===== src/include/dma_chan_defs.vh =====
// register offsets, bit positions, mode codes and reset values for the dual slave dma channels
// assumed included by the single design file; definitions only
`ifndef DMA_CHAN_DEFS_VH
`define DMA_CHAN_DEFS_VH

// register byte offsets (8-bit address space)
`define A_STATUS_ADDR 8'h44
`define A_IRQ_STATUS_ADDR 8'h46
`define A_CONTROL_ADDR 8'h40
`define A_PIPE_ADDR 8'h42
`define B_STATUS_ADDR 8'hC4
`define B_IRQ_STATUS_ADDR 8'hC6
`define B_CONTROL_ADDR 8'hC0
`define B_PIPE_ADDR 8'hC2

// port mode codes (slave, burst, disk)
`define MODE_SINGLE_SLAVE 3'h4
`define MODE_RESERVED 3'h5
`define MODE_BURST_SLAVE 3'h6
`define MODE_DISK_SLAVE 3'h7

// control register fields
`define CTL_ENGAGED_IE 0
`define CTL_PIPE_IE 1
`define CTL_PAUSE 2
`define CTL_REQ_POL 3
`define CTL_MODE_LO 5
`define CTL_MODE_HI 7

// pipe/command register fields
`define CMD_START 0
`define CMD_STOP 1
`define CMD_LOAD 2
`define CMD_RESET 3

// status register bits
`define ST_ENGAGED 0
`define ST_PIPE_FULL 1
`define ST_FIFO_VACANT 2
`define ST_PORT_PENDING 3
`define ST_REQ_STATE 4
`define ST_ACK_STATE 5

// interrupt status bits
`define IS_IDLE 0
`define IS_PIPE_FREE 1
`define IS_PARITY 2
`define IS_LATE 3
`define IS_START_REF 4
`define IS_PIO_REF 5
`define IS_PIO_PAR 6
`define IS_ANY 7

`define CONTROL_RESET 8'h80
`define ZERO_BYTE 8'h00
`define LOW_MASK 8'h7F

`endif


===== src/hdl/dma_slave_channels.v =====
// two independent slave-mode dma channels: port protocol, status and interrupt status
// assumes a synchronous register port and synchronous pins; fifo and counters live outside
//
// Contract
// - single slave: request out, ack marks transaction
// - mode 101 reserved, no transfer behaviour
// - burst slave: request held until fifo full
// - disk mode: request in, ack is go-ahead
// - disk read: withhold go-ahead when exhausted, pipeline empty
// - disk write: go-ahead once started and fifo data
// - disk error: no go-ahead until cleared, restarted
// - bit 0 engaged while transferring
// - start during engaged sets pipeline full; implemented only once the pipeline is loaded
// - bit 2 reports fifo empty
// - bit 3 set during pio or reset
// - bits 4,5 logical request and ack
// - idle interrupt on engaged fall, w1c
// - pipeline free interrupt on fall, w1c
// - parity fault sets flag, finishes block
// - late fault on over/underrun unless paused
// - start while full or faulted is refused
// - pio in slave or busy control write refused
// - pio read parity fault sets bit 6
// - bit 7 ors the five faults
//
// Decided for this implementation: the address-and-strobe port.
`timescale 1ns/10ps
`include "dma_chan_defs.vh"

module dma_slave_channels (
  input wire i_core_clk,
  input wire i_rst_b,
  input wire [7:0] i_addr, // register byte address
  input wire [7:0] i_wdata, // register write data
  input wire i_wr, // one-cycle write strobe
  input wire i_rd, // one-cycle read strobe
  output reg [7:0] o_rdata, // valid the cycle after i_rd
  input wire [1:0] i_transfer_request_pin, // request pin level per channel (input in disk mode)
  output reg [1:0] o_transfer_request_pin, // request pin drive per channel
  output reg [1:0] o_transfer_request_oe, // high while request pin is an output
  input wire [1:0] i_transfer_ack_pin, // ack pin level per channel (input in plain slave modes)
  output reg [1:0] o_transfer_ack_pin, // go-ahead drive in disk mode
  output reg [1:0] o_transfer_ack_oe, // high while ack pin is an output
  input wire [1:0] i_fifo_full, // channel fifo cannot take a byte
  input wire [1:0] i_fifo_empty, // channel fifo holds no data
  input wire [1:0] i_fifo_overrun, // one-cycle over/underrun event
  input wire [1:0] i_parity_err, // one-cycle data parity event
  input wire [1:0] i_block_end, // one-cycle end of current block
  input wire [1:0] i_count_done, // transfer count exhausted
  input wire [1:0] i_disk_read, // formatter reading the disk
  input wire [1:0] i_pio_req, // one-cycle programmed i/o request
  input wire [1:0] i_pio_done, // one-cycle programmed i/o completion
  input wire [1:0] i_pio_parity, // one-cycle pio read parity event
  output reg [1:0] o_pio_grant, // pulse: pio accepted
  output reg [1:0] o_pipe_discard // pulse: pipelined transfer dropped
);

  // per-channel state, index 0 = channel a, 1 = channel b
  reg [7:0] control_reg [0:1]; // firmware control
  reg [6:0] irq_reg [0:1]; // sticky interrupt bits 0..6
  reg [1:0] engaged_reg; // transfer in progress
  reg [1:0] pipe_full_reg; // next transfer pipelined
  reg [1:0] pipe_loaded_reg; // pipeline registers written
  reg [1:0] pipe_bad_reg; // pipelined transfer must be dropped
  reg [1:0] halt_reg; // parity fault: stop after block
  reg [1:0] port_pending_reg; // pio in flight
  reg [1:0] reset_busy_reg; // channel reset in progress
  reg [1:0] goahead_reg; // disk go-ahead issued for current request
  reg [1:0] req_seen_reg; // previous logical disk request
  // each process keeps its own loop index so no variable has two drivers
  integer ch; // channel index of the state process
  integer cc; // channel index of the combinational decode
  integer cp; // channel index of the pin process

  // logical request: polarity bit inverts the raw pin
  function logical_req;
    input raw;
    input pol;
    begin
      logical_req = raw ^ pol;
    end
  endfunction

  // fault summary over the five error bits
  function any_fault;
    input [6:0] f;
    begin
      any_fault = f[`IS_PARITY] | f[`IS_LATE] | f[`IS_START_REF] | f[`IS_PIO_REF] |
                  f[`IS_PIO_PAR];
    end
  endfunction

  // status byte assembled from live state
  function [7:0] status_byte;
    input eng;
    input pf;
    input vac;
    input pnd;
    input rq;
    input ak;
    begin
      status_byte = {2'b00, ak, rq, pnd, vac, pf, eng};
    end
  endfunction

  // decoded write strobes per channel
  reg [1:0] wr_ctl;
  reg [1:0] wr_cmd;
  reg [1:0] wr_irq;
  always @* begin
    wr_ctl = 2'b00;
    wr_cmd = 2'b00;
    wr_irq = 2'b00;
    if (i_wr && i_addr == `A_CONTROL_ADDR) begin
      wr_ctl[0] = 1'b1;
    end else if (i_wr && i_addr == `A_PIPE_ADDR) begin
      wr_cmd[0] = 1'b1;
    end else if (i_wr && i_addr == `A_IRQ_STATUS_ADDR) begin
      wr_irq[0] = 1'b1;
    end else if (i_wr && i_addr == `B_CONTROL_ADDR) begin
      wr_ctl[1] = 1'b1;
    end else if (i_wr && i_addr == `B_PIPE_ADDR) begin
      wr_cmd[1] = 1'b1;
    end else if (i_wr && i_addr == `B_IRQ_STATUS_ADDR) begin
      wr_irq[1] = 1'b1;
    end
  end

  // per-channel event terms, computed combinationally then registered below
  reg [1:0] start_ok;
  reg [1:0] start_bad;
  reg [1:0] pio_bad;
  reg [1:0] ctl_bad;
  reg [1:0] is_slave;
  reg [1:0] disk_mode;
  reg [1:0] lreq;
  reg [1:0] ack_state;
  reg [1:0] gate;
  reg [2:0] mode;
  always @* begin
    start_ok = 2'b00;
    start_bad = 2'b00;
    pio_bad = 2'b00;
    ctl_bad = 2'b00;
    is_slave = 2'b00;
    disk_mode = 2'b00;
    lreq = 2'b00;
    ack_state = 2'b00;
    gate = 2'b00;
    mode = 3'h0;
    for (cc = 0; cc < 2; cc = cc + 1) begin
      mode = control_reg[cc][`CTL_MODE_HI:`CTL_MODE_LO];
      is_slave[cc] = mode[2];
      disk_mode[cc] = (mode == `MODE_DISK_SLAVE);
      lreq[cc] = logical_req(i_transfer_request_pin[cc], control_reg[cc][`CTL_REQ_POL]);
      // start refused when pipeline full or a fault stands uncleared
      if (wr_cmd[cc] && i_wdata[`CMD_START]) begin
        if (pipe_full_reg[cc] || any_fault(irq_reg[cc])) begin
          start_bad[cc] = 1'b1;
        end else begin
          start_ok[cc] = 1'b1;
        end
      end
      // pio is refused in any slave mode (mode bit 2 set)
      pio_bad[cc] = i_pio_req[cc] & is_slave[cc];
      ctl_bad[cc] = wr_ctl[cc] & engaged_reg[cc];
      // ack pin is an input in plain slave modes, our go-ahead in disk mode
      ack_state[cc] = disk_mode[cc] ? goahead_reg[cc] : i_transfer_ack_pin[cc];
      // disk go-ahead conditions
      if (halt_reg[cc] || any_fault(irq_reg[cc])) begin
        gate[cc] = 1'b0;
      end else if (i_disk_read[cc]) begin
        // count exhausted with nothing pipelined: hold the formatter off
        gate[cc] = engaged_reg[cc] & ~(i_count_done[cc] & ~pipe_full_reg[cc]);
      end else begin
        // writing the disk needs bytes in the fifo before the next burst
        gate[cc] = engaged_reg[cc] & ~i_fifo_empty[cc];
      end
    end
  end

  // channel state, status and sticky interrupt bits
  // set terms are or-ed after the write-one clear, so an event in the clear cycle survives
  always @(posedge i_core_clk) begin
    if (!i_rst_b) begin
      for (ch = 0; ch < 2; ch = ch + 1) begin
        control_reg[ch] <= `CONTROL_RESET;
        irq_reg[ch] <= 7'h00;
      end
      engaged_reg <= 2'b00;
      pipe_full_reg <= 2'b00;
      pipe_loaded_reg <= 2'b00;
      pipe_bad_reg <= 2'b00;
      halt_reg <= 2'b00;
      port_pending_reg <= 2'b00;
      reset_busy_reg <= 2'b00;
      goahead_reg <= 2'b00;
      req_seen_reg <= 2'b00;
      o_pio_grant <= 2'b00;
      o_pipe_discard <= 2'b00;
    end else begin
      o_pio_grant <= 2'b00;
      o_pipe_discard <= 2'b00;
      for (ch = 0; ch < 2; ch = ch + 1) begin : per_channel
        reg [6:0] nxt;
        reg eng_n;
        reg pf_n;
        nxt = irq_reg[ch];
        eng_n = engaged_reg[ch];
        pf_n = pipe_full_reg[ch];
        // control write only while not engaged; rejected write leaves it unchanged
        if (wr_ctl[ch] && !engaged_reg[ch]) begin
          control_reg[ch] <= i_wdata;
        end
        // pipeline load accepted only while the pipeline is free
        if (wr_cmd[ch] && i_wdata[`CMD_LOAD] && !pipe_full_reg[ch]) begin
          pipe_loaded_reg[ch] <= 1'b1;
        end
        // channel reset holds port-not-ready for one cycle and idles the channel
        reset_busy_reg[ch] <= wr_cmd[ch] & i_wdata[`CMD_RESET];
        // start: idle -> engaged, engaged with pipeline loaded -> pipeline full
        if (start_ok[ch] && control_reg[ch][`CTL_MODE_HI:`CTL_MODE_LO] != `MODE_RESERVED) begin
          if (!engaged_reg[ch]) begin
            eng_n = 1'b1;
            halt_reg[ch] <= 1'b0;
          end else if (pipe_loaded_reg[ch] || i_wdata[`CMD_LOAD]) begin
            // a load and a start in one write count as a loaded pipeline
            pf_n = 1'b1;
          end
        end
        if (start_bad[ch]) begin
          pipe_bad_reg[ch] <= 1'b1;
        end
        // end of block: halt on parity or refused start, else chain to pipelined transfer if one is full
        if (i_block_end[ch] && engaged_reg[ch]) begin
          if (pipe_full_reg[ch] && !halt_reg[ch] && !pipe_bad_reg[ch]) begin
            pf_n = 1'b0;
          end else begin
            eng_n = 1'b0;
            pf_n = 1'b0;
            o_pipe_discard[ch] <= pipe_full_reg[ch] | pipe_bad_reg[ch];
            pipe_bad_reg[ch] <= 1'b0;
          end
          pipe_loaded_reg[ch] <= 1'b0;
        end
        // stop or reset forces idle
        if (wr_cmd[ch] && (i_wdata[`CMD_STOP] || i_wdata[`CMD_RESET])) begin
          eng_n = 1'b0;
          pf_n = 1'b0;
          pipe_loaded_reg[ch] <= 1'b0;
          pipe_bad_reg[ch] <= 1'b0;
          halt_reg[ch] <= 1'b0;
        end
        if (i_parity_err[ch] && engaged_reg[ch]) begin
          halt_reg[ch] <= 1'b1;
        end
        engaged_reg[ch] <= eng_n;
        pipe_full_reg[ch] <= pf_n;
        // programmed i/o tracking
        if (i_pio_req[ch] && !is_slave[ch]) begin
          port_pending_reg[ch] <= 1'b1;
          o_pio_grant[ch] <= 1'b1;
        end else if (i_pio_done[ch]) begin
          port_pending_reg[ch] <= 1'b0;
        end
        // disk go-ahead: raise while a request stands and the gate allows, drop when request ends
        req_seen_reg[ch] <= lreq[ch];
        if (!disk_mode[ch] || !lreq[ch]) begin
          goahead_reg[ch] <= 1'b0;
        end else if (gate[ch]) begin
          goahead_reg[ch] <= 1'b1;
        end
        // write-one clear first, then events set
        if (wr_irq[ch]) begin
          nxt = nxt & ~i_wdata[6:0];
        end
        if (control_reg[ch][`CTL_ENGAGED_IE] && engaged_reg[ch] && !eng_n) begin
          nxt[`IS_IDLE] = 1'b1;
        end
        if (control_reg[ch][`CTL_PIPE_IE] && pipe_full_reg[ch] && !pf_n) begin
          nxt[`IS_PIPE_FREE] = 1'b1;
        end
        if (i_parity_err[ch]) begin
          nxt[`IS_PARITY] = 1'b1;
        end
        if (i_fifo_overrun[ch] && !control_reg[ch][`CTL_PAUSE]) begin
          nxt[`IS_LATE] = 1'b1;
        end
        if (start_bad[ch]) begin
          nxt[`IS_START_REF] = 1'b1;
        end
        if (pio_bad[ch] || ctl_bad[ch]) begin
          nxt[`IS_PIO_REF] = 1'b1;
        end
        if (i_pio_parity[ch]) begin
          nxt[`IS_PIO_PAR] = 1'b1;
        end
        irq_reg[ch] <= nxt;
      end
    end
  end

  // pin drive: request output in plain slave modes, ack output in disk mode
  // strobes are never driven here; the outside master owns them in plain slave modes, the formatter in disk mode
  always @(posedge i_core_clk) begin
    if (!i_rst_b) begin
      o_transfer_request_pin <= 2'b00;
      o_transfer_request_oe <= 2'b00;
      o_transfer_ack_pin <= 2'b00;
      o_transfer_ack_oe <= 2'b00;
    end else begin
      // defaults first so each mode releases the pins it does not drive
      for (cp = 0; cp < 2; cp = cp + 1) begin
        o_transfer_request_pin[cp] <= 1'b0;
        o_transfer_request_oe[cp] <= 1'b0;
        o_transfer_ack_pin[cp] <= 1'b0;
        o_transfer_ack_oe[cp] <= 1'b0;
        case (control_reg[cp][`CTL_MODE_HI:`CTL_MODE_LO])
          `MODE_SINGLE_SLAVE: begin
            // one request per byte; drop while the master acks it
            o_transfer_request_oe[cp] <= 1'b1;
            o_transfer_request_pin[cp] <= engaged_reg[cp] & ~i_fifo_full[cp] &
                                          ~i_transfer_ack_pin[cp];
          end
          `MODE_BURST_SLAVE: begin
            // held through bytes, dropped only when fifo cannot accept
            o_transfer_request_oe[cp] <= 1'b1;
            o_transfer_request_pin[cp] <= engaged_reg[cp] & ~i_fifo_full[cp];
          end
          `MODE_DISK_SLAVE: begin
            // the formatter owns the strobes; only the go-ahead is ours
            o_transfer_ack_oe[cp] <= 1'b1;
            o_transfer_ack_pin[cp] <= goahead_reg[cp];
          end
          default: begin
            // reserved and master modes: pins idle
            o_transfer_request_oe[cp] <= 1'b0;
          end
        endcase
      end
    end
  end

  // register read, answered the cycle after the strobe; unmapped reads give zero
  always @(posedge i_core_clk) begin
    if (!i_rst_b) begin
      o_rdata <= `ZERO_BYTE;
    end else if (!i_rd) begin
      o_rdata <= `ZERO_BYTE;
    end else if (i_addr == `A_STATUS_ADDR) begin
      o_rdata <= status_byte(engaged_reg[0], pipe_full_reg[0], i_fifo_empty[0],
                             port_pending_reg[0] | reset_busy_reg[0], lreq[0],
                             ack_state[0]);
    end else if (i_addr == `B_STATUS_ADDR) begin
      o_rdata <= status_byte(engaged_reg[1], pipe_full_reg[1], i_fifo_empty[1],
                             port_pending_reg[1] | reset_busy_reg[1], lreq[1],
                             ack_state[1]);
    end else if (i_addr == `A_IRQ_STATUS_ADDR) begin
      o_rdata <= {any_fault(irq_reg[0]), irq_reg[0]};
    end else if (i_addr == `B_IRQ_STATUS_ADDR) begin
      o_rdata <= {any_fault(irq_reg[1]), irq_reg[1]};
    end else if (i_addr == `A_CONTROL_ADDR) begin
      o_rdata <= control_reg[0];
    end else if (i_addr == `B_CONTROL_ADDR) begin
      o_rdata <= control_reg[1];
    end else begin
      o_rdata <= `ZERO_BYTE;
    end
  end

endmodule


===== config.mk =====
export PLATFORM = sky130hd
export DESIGN_NAME = dma_slave_channels
export DESIGN_NICKNAME = d
export VERILOG_FILES = /design/src/hdl/dma_slave_channels.v
export VERILOG_INCLUDE_DIRS = /design/src /design/src/include
export SDC_FILE = /design/constraint.sdc
export NUM_CORES = 1
export LEC_CHECK = 0
export BUFFER_PORTS_ARGS = -buffer_cell sky130_fd_sc_hd__buf_2
export CAP_MARGIN = 5
export CORE_UTILIZATION = 59
export DETAILED_ROUTE_END_ITERATION = 8
export GPL_TIMING_DRIVEN = 0
export PLACE_DENSITY = 0.88
export SETUP_SLACK_MARGIN = 0.1
export SLEW_MARGIN = 20
export SYNTH_ARGS = -nofsm -noshare
export SYNTH_HDL_FRONTEND = slang
export SYNTH_SLANG_ARGS = --single-unit

===== constraint.sdc =====
create_clock -name i_core_clk -period 4.1 [get_ports i_core_clk]
set_input_delay 0.205 -clock i_core_clk [delete_from_list [all_inputs] [get_ports i_core_clk]]
set_output_delay 0.205 -clock i_core_clk [all_outputs]
set_load 0.01 [all_outputs]

==> results_dict.tcl <==
set metrics [dict create \
    grt_max_degree 14 \
    syn_avg_cell_area_um2 9.82 \
    synth_area_mm2 0.00311 \
    hold-path-cell-count 2 \
    worst-r2r-setup-slack_ns 2.24 \
    outcome "complete, no violations" \
    routed_via_density 6.45 \
    area_growth_pct 18.9 \
    stdcell_area_mm2 0.00370 \
    grt_first_pass_wirelength_um 14100 \
    rsz0062_at_grt "no" \
    root_buffer "clkbuf_8" \
    portBuffers 60 \
    synth_seq_cells 66 \
    crit_type "input pin to register" \
    cts_sinks 66 \
    finalSetupTns_ns 0 \
    worst_slew_pin_slew_ns 0.895 \
    drive_gt1_share_pct 27.0 \
    hp-class "input pin to register" \
    ioPinCount 64 \
    top_usage_layer "met2" \
    clk_path_buf_depth 2 \
    grt_pass1_vias 2794 \
    numCtsBuffers 9 \
    slew_headroom_pct 40.0 \
    core_region_area_mm2 0.00511 \
    clk_pin_slew_ns 0.07 \
    skew_ns 0.00921 \
    synth_edf_count 16 \
    cts-hold-fix-buffers 0 \
    ant_nets 0 \
    crit_top_cell "nor3b_2" \
    period_share_pct 51.3 \
    fin_crit_ns 2.10 \
    slew_violations 0 \
    synth_top_cell_by_area "dfxtp_1" \
    yosysMostFrequentCell "dfxtp_1" \
    dr.pass1.iters 5 \
    wirelength_um 9220 \
    start_util_pct 61.0 \
    ctsHtreeMaxLevel 3 \
    setup_violations 0 \
    yosysSeqAreaShare_pct 47.6 \
    cpMaxStageDelayCell "o21ai_1" \
    routabilityCongestion 0.970 \
    critPathBufInv 1 \
    use_met3_pct 10.3 \
    arrival_ns 2.08 \
    antenna_found_initial 0 \
    power_leakage_uw 0.00151 \
    placed_area_mm2 0.00350 \
    async_flop_share_pct 0 \
    cts_tree "yes" \
    cp.required_ns 4.07 \
    hold_violations 0 \
    crit_path_start_kind "input pin" \
    dieHeight_um 74.6 \
    drv_cap 0 \
    reg2reg_depth 4 \
    dpl.hpwl_um 6730 \
    cp_max_fo 8 \
    die_x_um 74.6 \
    hold_ws_ns 0.0349 \
    largest_register_ffs 16 \
    cellPowerDensity_mw_per_mm2 373 \
    gr-usage-all-layers_pct 35.6 \
    route.detailed.drc 0 \
    ir_drop_mv 0.262 \
    power_uw 1380 \
    crit_family "simple AND/OR/NAND/NOR gates" \
    fin_nets 432 \
    cp-end-kind "register" \
    insertion_delay_ns 0.35 \
    cp.depth 5 \
    insertedDiodeCount 0 \
    yosysWarnings 0 \
    cp_slowest_stage_delay_ns 0.71 \
    rows 26 \
    avgRoutedWirePerCell_um 19.9 \
    yosysUniqueCellTypes 55 \
    netlist_instances 317 \
    drt-initial-drc-count 262 \
    crit_chain "buf_2 > nor3b_2 > nor3b_2 > nand2_1 > o21ai_1" \
    cts_resized 0 \
    die_area_mm2 0.00557 \
    use_met1_pct 45.2 \
    grt_overflow 0 \
    syn_nets 361 \
    grt.met2_usage_pct 58.1 \
    yosysTopAreaCellShare_pct 32.2 \
    fmax_ghz 0.475 \
    synth_common_cells "dfxtp_1 (50), nand2_1 (28), edfxtp_1 (16)" \
    postCtsSetupRepairBufs 0 \
    via_count 2987 \
    synth_ff_type "dfxtp_1" \
    ys_top_cells_by_area "dfxtp_1 (32%), edfxtp_1 (15%), nand2_1 (3.4%)" \
]
## power by group
group / switching [uW] / internal [uW]
sequential: 18.4 / 683
combinational: 72.0 / 51.7
clock: 272 / 285
total: 362 / 1020
## path summary, 6_finish.rpt
path | from | end
setup / recovery | i_addr[3] | control_reg[0][11]$_DFFE_PP_
hold / removal | i_pio_done[1] | port_pending_reg[1]$_SDFFE_PN0P_
setup reg to reg | irq_reg[0][11]$_SDFF_PN0_ | goahead_reg[1]$_SDFFE_PP0P_
hold reg to reg | port_pending_reg[1]$_SDFFE_PN0P_ | port_pending_reg[1]$_SDFFE_PN0P_
## layout make-up
class / count / area (um2)
Clock inverter: 7 / 76.3
Timing Repair Buffer: 60 / 300
Buffer: 18 / 77.6
Fill cell: 403 / 1410
Multi-Input combinational cell: 227 / 1530
Inverter: 6 / 22.5
Sequential cell: 66 / 1480
Clock buffer: 9 / 124
Tap cell: 70 / 87.6
## placed cells by master (no fill, tap or decap), types with 3 or more instances in the layout
master    count
inv_1         6
a31oi_1       7
clkbuf_8      9
nor2b_1       5
a41o_1        4
nand4_1       4
a31o_2        4
a221o_1       3
mux2_2        7
a41oi_1       3
o21ai_0       8
nand2b_1      4
edfxtp_1     16
mux2i_1       4
a221oi_1      3
and3_1        6
buf_2        68
a21boi_0      9
nand3b_1      5
nor2_1       15
nand3_1       8
nor3_1       10
and2_1       12
a21o_1        4
dfxtp_1      50
o21a_1       13
nand2_1      28
clkbuf_1     10
nor3b_1       4
a22oi_1       6
and4_1        3
a21oi_1      11
## cell families after synthesis
group / Yosys count / synth area share [%]
XOR/XNOR: 2 / 0.563
multiplexers: 11 / 3.82
flip-flops: 66 / 47.6
buffers and inverters: 24 / 3.22
AND/OR/NAND/NOR: 126 / 24.1
AO/OA/AOI/OAI: 88 / 20.7
## metal layers
layer	part of all wire (%)	vias up
li1	-	1336
met1	39	1400
met2	46	226
met3	12	25
met4	2.6	0
met5	0	-
## stage by stage
step | setup slack, ns | std cells | utilization, %
floorplan | 2.08 | 317 | -
global placement | 1.39 | 447 | 68.5
detailed placement | 1.73 | 447 | 68.5
CTS | 2.09 | 463 | 72.5
global route | 1.94 | 463 | 72.5
finish | 2.00 | 463 | 72.5
Power figures use the tool's default switching activity.
